--- src/shared/cid_defs.vh ---
// constants of the instruction decoder core: bus map, field codes, reset values
// included by the core; holds definitions only
`ifndef CID_DEFS_VH
`define CID_DEFS_VH
// apb register byte offsets
`define CID_REG_CTRL     12'h000
`define CID_REG_CORE     12'h004
`define CID_REG_ACC      12'h008
`define CID_CTRL_RESET   1'b1
// special primary-plane locations
`define CID_F_STATUS     7'h03
`define CID_F_TABLE_DATA_POINTER_LO    7'h1D
`define CID_F_TABLE_DATA_POINTER_HI    7'h1E
// secondary-plane locations with side effects
`define CID_R_PWRDN      8'h03
`define CID_R_WDTCLR     8'h04
// status byte bit positions
`define CID_ST_C         0
`define CID_ST_DC        1
`define CID_ST_Z         2
`define CID_ST_PD        3
`define CID_ST_TO        4
`define CID_ST_RESET     5'h18
// instruction groups (bits 13:12)
`define CID_GRP_BYTE     2'b00
`define CID_GRP_LIT      2'b01
`define CID_GRP_CALL     2'b10
`define CID_GRP_JMP      2'b11
// byte-oriented operation codes (bits 11:8)
`define CID_OP_SPECIAL   4'h0
`define CID_OP_CLR       4'h1
`define CID_OP_SUB       4'h2
`define CID_OP_DEC       4'h3
`define CID_OP_IOR       4'h4
`define CID_OP_AND       4'h5
`define CID_OP_XOR       4'h6
`define CID_OP_ADD       4'h7
`define CID_OP_MOV       4'h8
`define CID_OP_COM       4'h9
`define CID_OP_INC       4'hA
`define CID_OP_DECSZ     4'hB
`define CID_OP_RRC       4'hC
`define CID_OP_RLC       4'hD
`define CID_OP_SWAP      4'hE
`define CID_OP_INCSZ     4'hF
// bit-oriented codes (bits 10:9, bit 11 low)
`define CID_BIT_CLR      2'b00
`define CID_BIT_SET      2'b01
`define CID_BIT_TSTC     2'b10
`define CID_BIT_TSTS     2'b11
// literal codes (bits 11:8, bit 11 high)
`define CID_LIT_RETURN_WITH_LITERAL_OP    4'h8
`define CID_LIT_MOVLW    4'h9
`define CID_LIT_IOR      4'hA
`define CID_LIT_AND      4'hB
`define CID_LIT_ADD      4'hC
`define CID_LIT_XOR      4'hD
`define CID_LIT_MOVE_ACC_TO_SECONDARY    4'hE
`define CID_LIT_MOVE_SECONDARY_TO_ACC    4'hF
// control words (low byte, bits 13:8 zero)
`define CID_W_RET        8'h40
`define CID_W_TABLE_READ_LOW_OP      8'h50
`define CID_W_TABLE_READ_HIGH_OP      8'h58
`define CID_W_INTERRUPT_RETURN_OP       8'h60
`define CID_W_CLRW       8'h40
// program counter and stack
`define CID_PC_RESET     12'h000
`define CID_SP_W         3
`endif

--- src/rtl/cid_core.v ---
// instruction decoder and executor of a small 8-bit core, with apb control port
// assumes program memory answers the word at ROM_ADDR_O in the same cycle
//
// Overview of operation
// - each instruction is a 14-bit opcode-plus-operands word
// - destination bit 0 writes acc, 1 writes register
// - byte ops address primary plane 00h-7Fh
// - add and subtract update carry, digit carry, zero
// - rotates go through carry, only carry changes
// - decrement/increment skip on zero, flags untouched
// - one-cycle acc moves to/from secondary plane
// - bit clear/set use 3-bit bit, 6-bit address
// - bit tests skip next on clear or set
// - add literal updates carry, digit carry, zero
// - xor/or/and literal update only zero
// - call and jump load 12-bit address, two cycles
// - returns take two cycles; literal return loads acc
// - power-down stops core, updates time-out/power-down flags
// - watchdog clear resets counter, updates both flags
// - table reads fetch low/high word part, two cycles
// - table address comes from two pointer bytes
// - call pushes next address before jumping
`timescale 1ns/1ps
`include "cid_defs.vh"
module cid_core (
  input  wire        CLK_I,
  input  wire        RESET_I,
  input  wire [13:0] ROM_DATA_I,
  input  wire        WAKE_I,
  input  wire        PSEL_I,
  input  wire        PENABLE_I,
  input  wire        PWRITE_I,
  input  wire [11:0] PADDR_I,
  input  wire [31:0] PWDATA_I,
  output reg  [11:0] ROM_ADDR_O,
  output reg         SLEEP_O,
  output reg         WDT_CLR_O,
  output reg  [31:0] PRDATA_O,
  output reg         PREADY_O,
  output reg         PSLVERR_O
);
  localparam ST_EXEC  = 2'b00;
  localparam ST_BUBL  = 2'b01;
  localparam ST_TABL  = 2'b10;
  localparam ST_TABH  = 2'b11;

  reg [7:0]            fram [0:127];
  reg [7:0]            rram [0:255];
  reg [11:0]           stk  [0:(1<<`CID_SP_W)-1];
  reg [11:0]           pc_ff;
  reg [`CID_SP_W-1:0]  sp_ff;
  reg [7:0]            acc_ff;
  reg [4:0]            status_ff;
  reg [7:0]            table_data_pointer_lo_ff;
  reg [7:0]            table_data_pointer_hi_ff;
  reg [1:0]            state_ff;
  reg                  skip_ff;
  reg                  run_ff;

  reg [11:0]           nxt_pc;
  reg [`CID_SP_W-1:0]  nxt_sp;
  reg [7:0]            nxt_acc;
  reg [4:0]            nxt_status;
  reg [7:0]            nxt_table_data_pointer_lo;
  reg [7:0]            nxt_table_data_pointer_hi;
  reg [1:0]            nxt_state;
  reg                  nxt_skip;
  reg                  nxt_sleep;
  reg                  nxt_wdt;
  reg [11:0]           nxt_rom;
  reg                  f_we;
  reg [7:0]            f_wd;
  reg                  r_we;
  reg                  push;
  reg [8:0]            sum;
  reg [4:0]            nib;
  reg [7:0]            res;

  // instruction fields
  wire [13:0] ins    = ROM_DATA_I;
  wire [1:0]  grp    = ins[13:12];
  wire [3:0]  op     = ins[11:8];
  wire        dst    = ins[7];
  wire [6:0]  fadr   = ins[6:0];
  wire [6:0]  badr   = {1'b0, ins[5:0]};
  wire [2:0]  bnum   = ins[8:6];
  wire [7:0]  lit    = ins[7:0];
  wire [7:0]  radr   = ins[7:0];
  wire [6:0]  sel    = (grp == `CID_GRP_LIT) ? badr : fadr;
  wire [7:0]  fval   = fread(sel);
  wire [11:0] pc_inc = pc_ff + 12'h001;
  wire        active = run_ff & ~SLEEP_O;

  // primary-plane read, special locations mapped onto core state
  function [7:0] fread;
    input [6:0] a;
    begin
      if (a == `CID_F_STATUS)
        fread = {3'h0, status_ff};
      else if (a == `CID_F_TABLE_DATA_POINTER_LO)
        fread = table_data_pointer_lo_ff;
      else if (a == `CID_F_TABLE_DATA_POINTER_HI)
        fread = table_data_pointer_hi_ff;
      else
        fread = fram[a];
    end
  endfunction

  // decode and execute one instruction cycle
  always @* begin
    nxt_pc      = pc_ff;
    nxt_sp      = sp_ff;
    nxt_acc     = acc_ff;
    nxt_status  = status_ff;
    nxt_table_data_pointer_lo = table_data_pointer_lo_ff;
    nxt_table_data_pointer_hi = table_data_pointer_hi_ff;
    nxt_state   = state_ff;
    nxt_skip    = skip_ff;
    nxt_sleep   = SLEEP_O & ~WAKE_I;
    nxt_wdt     = 1'b0;
    nxt_rom     = ROM_ADDR_O;
    f_we        = 1'b0;
    f_wd        = 8'h00;
    r_we        = 1'b0;
    push        = 1'b0;
    sum         = 9'h000;
    nib         = 5'h00;
    res         = 8'h00;
    if (!active) begin
      nxt_rom = pc_ff;
    end else if (state_ff == ST_BUBL) begin
      nxt_state = ST_EXEC;
    end else if (state_ff == ST_TABL || state_ff == ST_TABH) begin
      nxt_acc   = (state_ff == ST_TABL) ? ins[7:0] : {2'b00, ins[13:8]};
      nxt_rom   = pc_ff;
      nxt_state = ST_EXEC;
    end else if (skip_ff) begin
      nxt_skip = 1'b0;
      nxt_pc   = pc_inc;
      nxt_rom  = pc_inc;
    end else begin
      nxt_pc  = pc_inc;
      nxt_rom = pc_inc;
      case (grp)
        `CID_GRP_BYTE: begin
          f_we = dst;
          case (op)
            `CID_OP_SPECIAL: begin
              f_we = 1'b0;
              if (dst) begin
                f_we = 1'b1;
                f_wd = acc_ff;
              end else if (lit == `CID_W_RET || lit == `CID_W_INTERRUPT_RETURN_OP) begin
                nxt_sp    = sp_ff - 1'b1;
                nxt_pc    = stk[sp_ff - 1'b1];
                nxt_rom   = stk[sp_ff - 1'b1];
                nxt_state = ST_BUBL;
              end else if (lit == `CID_W_TABLE_READ_LOW_OP || lit == `CID_W_TABLE_READ_HIGH_OP) begin
                nxt_rom   = {table_data_pointer_hi_ff[3:0], table_data_pointer_lo_ff};
                nxt_state = (lit == `CID_W_TABLE_READ_LOW_OP) ? ST_TABL : ST_TABH;
              end
            end
            `CID_OP_CLR: begin
              f_we = dst;
              if (!dst)
                nxt_acc = 8'h00;
              nxt_status[`CID_ST_Z] = 1'b1;
            end
            `CID_OP_ADD, `CID_OP_SUB: begin
              if (op == `CID_OP_ADD) begin
                sum = {1'b0, fval} + {1'b0, acc_ff};
                nib = {1'b0, fval[3:0]} + {1'b0, acc_ff[3:0]};
              end else begin
                sum = {1'b1, fval} - {1'b0, acc_ff};     // carry means no borrow
                nib = {1'b1, fval[3:0]} - {1'b0, acc_ff[3:0]};
              end
              res = sum[7:0];
              nxt_status[`CID_ST_C]  = sum[8];
              nxt_status[`CID_ST_DC] = nib[4];
              nxt_status[`CID_ST_Z]  = (res == 8'h00);
            end
            `CID_OP_RLC, `CID_OP_RRC: begin
              if (op == `CID_OP_RLC) begin
                res = {fval[6:0], status_ff[`CID_ST_C]};
                nxt_status[`CID_ST_C] = fval[7];
              end else begin
                res = {status_ff[`CID_ST_C], fval[7:1]};
                nxt_status[`CID_ST_C] = fval[0];
              end
            end
            `CID_OP_DECSZ, `CID_OP_INCSZ: begin
              res = (op == `CID_OP_DECSZ) ? fval - 8'h01 : fval + 8'h01;
              nxt_skip = (res == 8'h00);
            end
            `CID_OP_MOV: begin
              f_we = 1'b0;
              res  = fval;
              if (!dst)
                nxt_acc = fval;
              else
                nxt_status[`CID_ST_Z] = (fval == 8'h00);
            end
            `CID_OP_SWAP: begin
              res = {fval[3:0], fval[7:4]};
            end
            default: begin
              if (op == `CID_OP_DEC)
                res = fval - 8'h01;
              else if (op == `CID_OP_INC)
                res = fval + 8'h01;
              else if (op == `CID_OP_COM)
                res = ~fval;
              else if (op == `CID_OP_IOR)
                res = fval | acc_ff;
              else if (op == `CID_OP_AND)
                res = fval & acc_ff;
              else
                res = fval ^ acc_ff;
              nxt_status[`CID_ST_Z] = (res == 8'h00);
            end
          endcase
          if (op != `CID_OP_SPECIAL && op != `CID_OP_CLR && op != `CID_OP_MOV) begin
            f_wd = res;
            if (!dst)
              nxt_acc = res;
          end
        end
        `CID_GRP_LIT: begin
          if (!ins[11]) begin
            res = fval;
            case (ins[10:9])
              `CID_BIT_CLR: begin
                res[bnum] = 1'b0;
                f_we = 1'b1;
              end
              `CID_BIT_SET: begin
                res[bnum] = 1'b1;
                f_we = 1'b1;
              end
              `CID_BIT_TSTC:
                nxt_skip = ~fval[bnum];
              default:
                nxt_skip = fval[bnum];
            endcase
            f_wd = res;
          end else begin
            case (op)
              `CID_LIT_ADD: begin
                sum = {1'b0, acc_ff} + {1'b0, lit};
                nib = {1'b0, acc_ff[3:0]} + {1'b0, lit[3:0]};
                nxt_acc = sum[7:0];
                nxt_status[`CID_ST_C]  = sum[8];
                nxt_status[`CID_ST_DC] = nib[4];
                nxt_status[`CID_ST_Z]  = (sum[7:0] == 8'h00);
              end
              `CID_LIT_XOR, `CID_LIT_IOR, `CID_LIT_AND: begin
                if (op == `CID_LIT_XOR)
                  res = acc_ff ^ lit;
                else if (op == `CID_LIT_IOR)
                  res = acc_ff | lit;
                else
                  res = acc_ff & lit;
                nxt_acc = res;
                nxt_status[`CID_ST_Z] = (res == 8'h00);
              end
              `CID_LIT_MOVLW:
                nxt_acc = lit;
              `CID_LIT_RETURN_WITH_LITERAL_OP: begin
                nxt_acc   = lit;
                nxt_sp    = sp_ff - 1'b1;
                nxt_pc    = stk[sp_ff - 1'b1];
                nxt_rom   = stk[sp_ff - 1'b1];
                nxt_state = ST_BUBL;
              end
              `CID_LIT_MOVE_SECONDARY_TO_ACC:
                nxt_acc = rram[radr];
              default: begin
                r_we = 1'b1;
                if (radr == `CID_R_PWRDN) begin
                  nxt_sleep = 1'b1;
                  nxt_wdt   = 1'b1;
                  nxt_status[`CID_ST_TO] = 1'b1;
                  nxt_status[`CID_ST_PD] = 1'b0;
                end else if (radr == `CID_R_WDTCLR) begin
                  nxt_wdt = 1'b1;
                  nxt_status[`CID_ST_TO] = 1'b1;
                  nxt_status[`CID_ST_PD] = 1'b1;
                end
              end
            endcase
          end
        end
        default: begin
          push      = (grp == `CID_GRP_CALL);
          nxt_pc    = ins[11:0];
          nxt_rom   = ins[11:0];
          nxt_state = ST_BUBL;
          if (grp == `CID_GRP_CALL)
            nxt_sp = sp_ff + 1'b1;
        end
      endcase
      // writes aimed at special locations land in core state; a byte-op status write lands only if its flag update leaves status unchanged
      if (f_we && sel == `CID_F_STATUS && grp != `CID_GRP_BYTE)
        nxt_status = f_wd[4:0];
      else if (f_we && sel == `CID_F_STATUS && nxt_status == status_ff)
        nxt_status = f_wd[4:0];
      if (f_we && sel == `CID_F_TABLE_DATA_POINTER_LO)
        nxt_table_data_pointer_lo = f_wd;
      if (f_we && sel == `CID_F_TABLE_DATA_POINTER_HI)
        nxt_table_data_pointer_hi = f_wd;
    end
  end

  // core state registers
  always @(posedge CLK_I or posedge RESET_I) begin
    if (RESET_I) begin
      pc_ff      <= `CID_PC_RESET;
      ROM_ADDR_O <= `CID_PC_RESET;
      sp_ff      <= {`CID_SP_W{1'b0}};
      acc_ff     <= 8'h00;
      status_ff  <= `CID_ST_RESET;
      table_data_pointer_lo_ff <= 8'h00;
      table_data_pointer_hi_ff <= 8'h00;
      state_ff   <= ST_EXEC;
      skip_ff    <= 1'b0;
      SLEEP_O    <= 1'b0;
      WDT_CLR_O  <= 1'b0;
    end else begin
      pc_ff      <= nxt_pc;
      ROM_ADDR_O <= nxt_rom;
      sp_ff      <= nxt_sp;
      acc_ff     <= nxt_acc;
      status_ff  <= nxt_status;
      table_data_pointer_lo_ff <= nxt_table_data_pointer_lo;
      table_data_pointer_hi_ff <= nxt_table_data_pointer_hi;
      state_ff   <= nxt_state;
      skip_ff    <= nxt_skip;
      SLEEP_O    <= nxt_sleep;
      WDT_CLR_O  <= nxt_wdt;
    end
  end

  // data planes and return stack, no reset
  always @(posedge CLK_I) begin
    if (f_we && sel != `CID_F_STATUS && sel != `CID_F_TABLE_DATA_POINTER_LO && sel != `CID_F_TABLE_DATA_POINTER_HI)
      fram[sel] <= f_wd;
    if (r_we)
      rram[radr] <= acc_ff;
    if (push)
      stk[sp_ff] <= pc_inc;
  end

  // apb slave, answers in the second access cycle
  always @(posedge CLK_I or posedge RESET_I) begin
    if (RESET_I) begin
      run_ff    <= `CID_CTRL_RESET;
      PREADY_O  <= 1'b0;
      PSLVERR_O <= 1'b0;
      PRDATA_O  <= 32'h00000000;
    end else begin
      PREADY_O  <= PSEL_I & PENABLE_I & ~PREADY_O;
      PSLVERR_O <= 1'b0;
      PRDATA_O  <= 32'h00000000;
      if (PSEL_I && PENABLE_I && !PREADY_O) begin
        if (PADDR_I == `CID_REG_CTRL) begin
          if (PWRITE_I)
            run_ff <= PWDATA_I[0];
          else
            PRDATA_O <= {31'h00000000, run_ff};
        end else if (PADDR_I == `CID_REG_CORE) begin
          PRDATA_O <= {12'h000, 1'b0, skip_ff, state_ff, SLEEP_O, sp_ff, pc_ff};
        end else if (PADDR_I == `CID_REG_ACC) begin
          PRDATA_O <= {19'h00000, status_ff, acc_ff};
        end else begin
          PSLVERR_O <= 1'b1;
        end
      end
    end
  end
endmodule

--- config.mk ---
export PLATFORM = sky130hd
export DESIGN_NAME = cid_core
export DESIGN_NICKNAME = d
export VERILOG_FILES = /design/src/rtl/cid_core.v
export VERILOG_INCLUDE_DIRS = /design/src /design/src/shared
export SDC_FILE = /design/constraint.sdc
export NUM_CORES = 2
export LEC_CHECK = 0
export BUFFER_PORTS_ARGS = -buffer_cell sky130_fd_sc_hd__buf_2
export CORE_UTILIZATION = 50
export CTS_BUF_LIST = sky130_fd_sc_hd__clkbuf_8
export CTS_CLUSTER_DIAMETER = 100
export DETAILED_ROUTE_END_ITERATION = 16
export PLACE_DENSITY = 0.78
export RECOVER_POWER = 100
export SETUP_SLACK_MARGIN = 0.15
export SLEW_MARGIN = 20
export SYNTH_ARGS = -nofsm -noshare
export SYNTH_HDL_FRONTEND = slang
export SYNTH_SLANG_ARGS = --single-unit
--- constraint.sdc ---
create_clock -name CLK_I -period 9.5 [get_ports CLK_I]
set_input_delay 0.95 -clock CLK_I [delete_from_list [all_inputs] [get_ports CLK_I]]
set_output_delay 0.95 -clock CLK_I [all_outputs]
set_load 0.03 [all_outputs]
==> summary.txt <==
Outcome
  – Status: complete, but fails checks
  – Failing checks: max-capacitance violations, max-slew violations

Place
  – Port Buffers: 67
  – Cells after DPL: slightly above 10000
  – Gpl congestion: 0.980
  – DP Area: about 0.14 sq mm
  – Post-Place Worst Slack: 1380 ps
  – Dpl hpwl: 206 mm

Logic synthesis
  – Post-synth ARST share: 0.0255
  – Synthesized instance count: 6696
  – Number of enable flip-flop cells after synthesis: 3168
  – Yosys cell types: 90
  – Largest family of logic cells by synthesized area: multiplexers
  – Compound-cell area share of the yosys netlist: 0.0327
  – Multiplexer share of the synthesized area: 0.167
  – Register area share after synthesis: 0.736
  – Synth Area in Simple Gates: 0.0372
  – Synth Flop Type: edfxtp_1
  – Post-synthesis xor/xnor area fraction: 0.00279
  – Synth Area in Adders: 0.00519
  – Yosys reg bits: 3251
  – Syn_area_per_cell: ~20 sq um
  – Cell Area, Synth: about 0.13 sq mm
  – Synth warn: 0

Layout
  – Share of post-route cells with drive strength above 1: 0.233
  – Net count, final: 7174
  – Utilization after layout: 0.552
  – Final non-filler cell total: 10900
  – Register area: slightly below 0.1 sq mm
  – Area occupied by multi-input gates: 0.0326 sq mm
  – Layout area overhead: 9.76%
  – Commonest non-fill, non-tap cell in the layout: edfxtp_1
  – Filler cells: 19100
  – Highest-count cells in the layout ignoring fill and taps: 3168 x edfxtp_1, 896 x mux4_2, 544 x nor2_1, 501 x clkbuf_8, 253 x nand2_1
  – Final instance area: 0.145 sq mm

Global route
  – Global-route congestion overflow total: 0
  – Gr usage total: 0.255
  – Largest net degree at the start of global routing: 237
  – First-pass GRT wire length: 489 mm
  – Vias in the first global route: about 70000
  – Initial antenna violation count: 19

Floorplanning
  – Die width: 516 microns
  – I/O pin count: 112
  – Initial Util: 0.503
  – CORE AREA: 0.263 sq mm
  – Standard-cell rows: 188
  – Die H: a little over 500 microns
  – Die ar.: ~0.27 sq mm

Drt
  – Vias/cell: 6.46
  – Antenna-violating nets left: 0
  – DRC violations left: 0
  – Drt initial violations: 10300
  – First drt pass iteration count: 8
  – Routed via count: between 70000 and 80000
  – WL/cell: approximately 31 microns
  – Routed WL: 340 mm

Clock network
  – Worst-skew pair later-pin latency: 1160 ps
  – CTS tree: yes
  – H-tree levels: 5
  – CTS buffer count: between 400 and 500
  – Clock Sinks: 3251
  – Clock Pin Slew Worst Setup and Hold Paths: 60 ps
  – CTS Buffer Depth: 4
  – Clock Root Buffer: clkbuf_8

Timing
  – Slew Viols, Final: between 2000 and 2500
  – Max-slew headroom: -2.95
  – Worst-Margin Slew: 5920 ps
  – Worst setup margin: 1420 ps
  – Final setup skew: 122 ps
  – Final-report hold violation count: 0
  – Fmax: 0.124 GHz
  – Endpoints failing setup: 0
  – RSZ-0062 raised after global routing: no
  – Period utilisation layout: 0.851
  – Tmin final: 8080 ps
  – Setup TNS: 0 ps

Job
  – Maxcap violations: 42

Setup path
  – CP Capture Type: register
  – Worst Path Class, Setup: input port to register
  – WP data arrival: 9010 ps
  – CP required: between 10000 and 15000 ps
  – CP startpoint kind: input port
  – Crit-path max FO: 78

Power
  – Leakage: 0.0482 uW
  – Max IR drop VDD: 129 uV
  – Power Dens Cells: between 150 and 200 mW/mm^2

Min path
  – Hold Path Class: input port to register
through the flow:
step	total power (uW)	hold slack (ps)
global route	27800	35.5
CTS	27200	1.79
detailed placement	17100	505
floorplan	16700	457
global placement	17100	492
finish	27200	58.1
registers in the layout, summed over array words and instances, names as in the netlist, 3 cells and up:
signal and cells:
rram 2048, fram 1024, stk 96, PRDATA_O 19
ROM_ADDR_O 12, pc_ff 12, acc_ff 8, table_data_pointer_hi_ff 8
table_data_pointer_lo_ff 8, status_ff 5, sp_ff 3
per-layer routing:
layer / part of all wire / wire length [microns] / track usage
met3: 0.12 / 41700 / 0.0664
met4: 0.047 / 16000 / 0.110
met5: 0.00016 / 55 / 0
met1: 0.36 / 123000 / 0.345
met2: 0.47 / 159000 / 0.392
area by class of cell:
class	instances	area share
clock inverters	355	0.0120
diodes	11	0.000190
well taps	3515	0.0304
flip-flops and latches	3251	0.671
repair buffers	249	0.0120
multi-input cells	2992	0.225
inverters	72	0.00193
clock buffers	501	0.0476
worst max-delay path: stages:
cell and delay, ps:
buf_12 410, clkbuf_1 940, mux4_2 640, o22ai_1 270, o21ai_0 290, a2111oi_0 470
buf_4 220, or2_0 470, inv_1 450, ha_1 360, a21oi_1 160, o21bai_1 160
xor2_1 180, nand2_1 80, o21ai_0 110, or4_1 490, nor4b_1 420, a31oi_1 310
o31ai_4 190, o22ai_1 200, a2111oi_4 410, o211a_1 260, nor2_1 50, o32a_1 320
where the power goes:
part           internal [uW]  switching (uW)
Combinational            423             796
Clock                   5130            5210
Sequential             15600            23.9
Total                  21100            6030
kinds of logic after synthesis:
logic type                 after synthesis
xor gates and xnor gates                42
other                                    1
and+or+nand+nor                       1131
DFF                                   3251
adders and majority gates               53
buffers and inverters                  489
AOI/OAI and AO/OA                      653
muxes                                 1076
cells in the mapped netlist, types with 38 or more instances:
cell	number	share of area
nor3_1	38	0.0014
nand3_1	120	0.0046
inv_1	65	0.0018
o21ai_0	125	0.0047
mux4_2	896	0.15
edfxtp_1	3168	0.72
buf_2	94	0.0036
ha_1	50	0.0047
a22oi_1	70	0.0040
clkbuf_1	204	0.0058
nor2_1	552	0.016
dfrtp_1	80	0.015
buf_4	45	0.0026
mux2i_1	153	0.012
a21oi_1	174	0.0066
nand2_1	257	0.0073
timing repair:
item | in CTS | in global routing
hold buffers | 1 | 0
endpoints found under the hold margin | 26 | 0
setup buffers | 0 | 0
resized for setup | 0 | 0
path summary, 6_finish.rpt:
| path | startpoint | to | slack [ps] | cells after the start |
|---|---|---|---|---|
| min in group asynchronous | RESET_I | status_ff[2]$_DFFE_PP0P_ | 750 | 3 |
| hold / removal | WAKE_I | SLEEP_O$_DFF_PP0_ | 60 | 2 |
| max in group asynchronous | RESET_I | acc_ff[2]$_DFFE_PP0P_ | 4570 | 4 |
| setup / recovery | ROM_DATA_I[0] | status_ff[0]$_DFFE_PP0P_ | 1420 | 24 |
| hold reg to reg | table_data_pointer_hi_ff[6]$_DFFE_PP0P_ | table_data_pointer_hi_ff[6]$_DFFE_PP0P_ | 520 | 1 |
| setup reg to reg | acc_ff[2]$_DFFE_PP0P_ | rram[151][2]$_DFFE_PP_ | 1460 | 2 |
No activity file was read; power rests on OpenSTA's default activity.
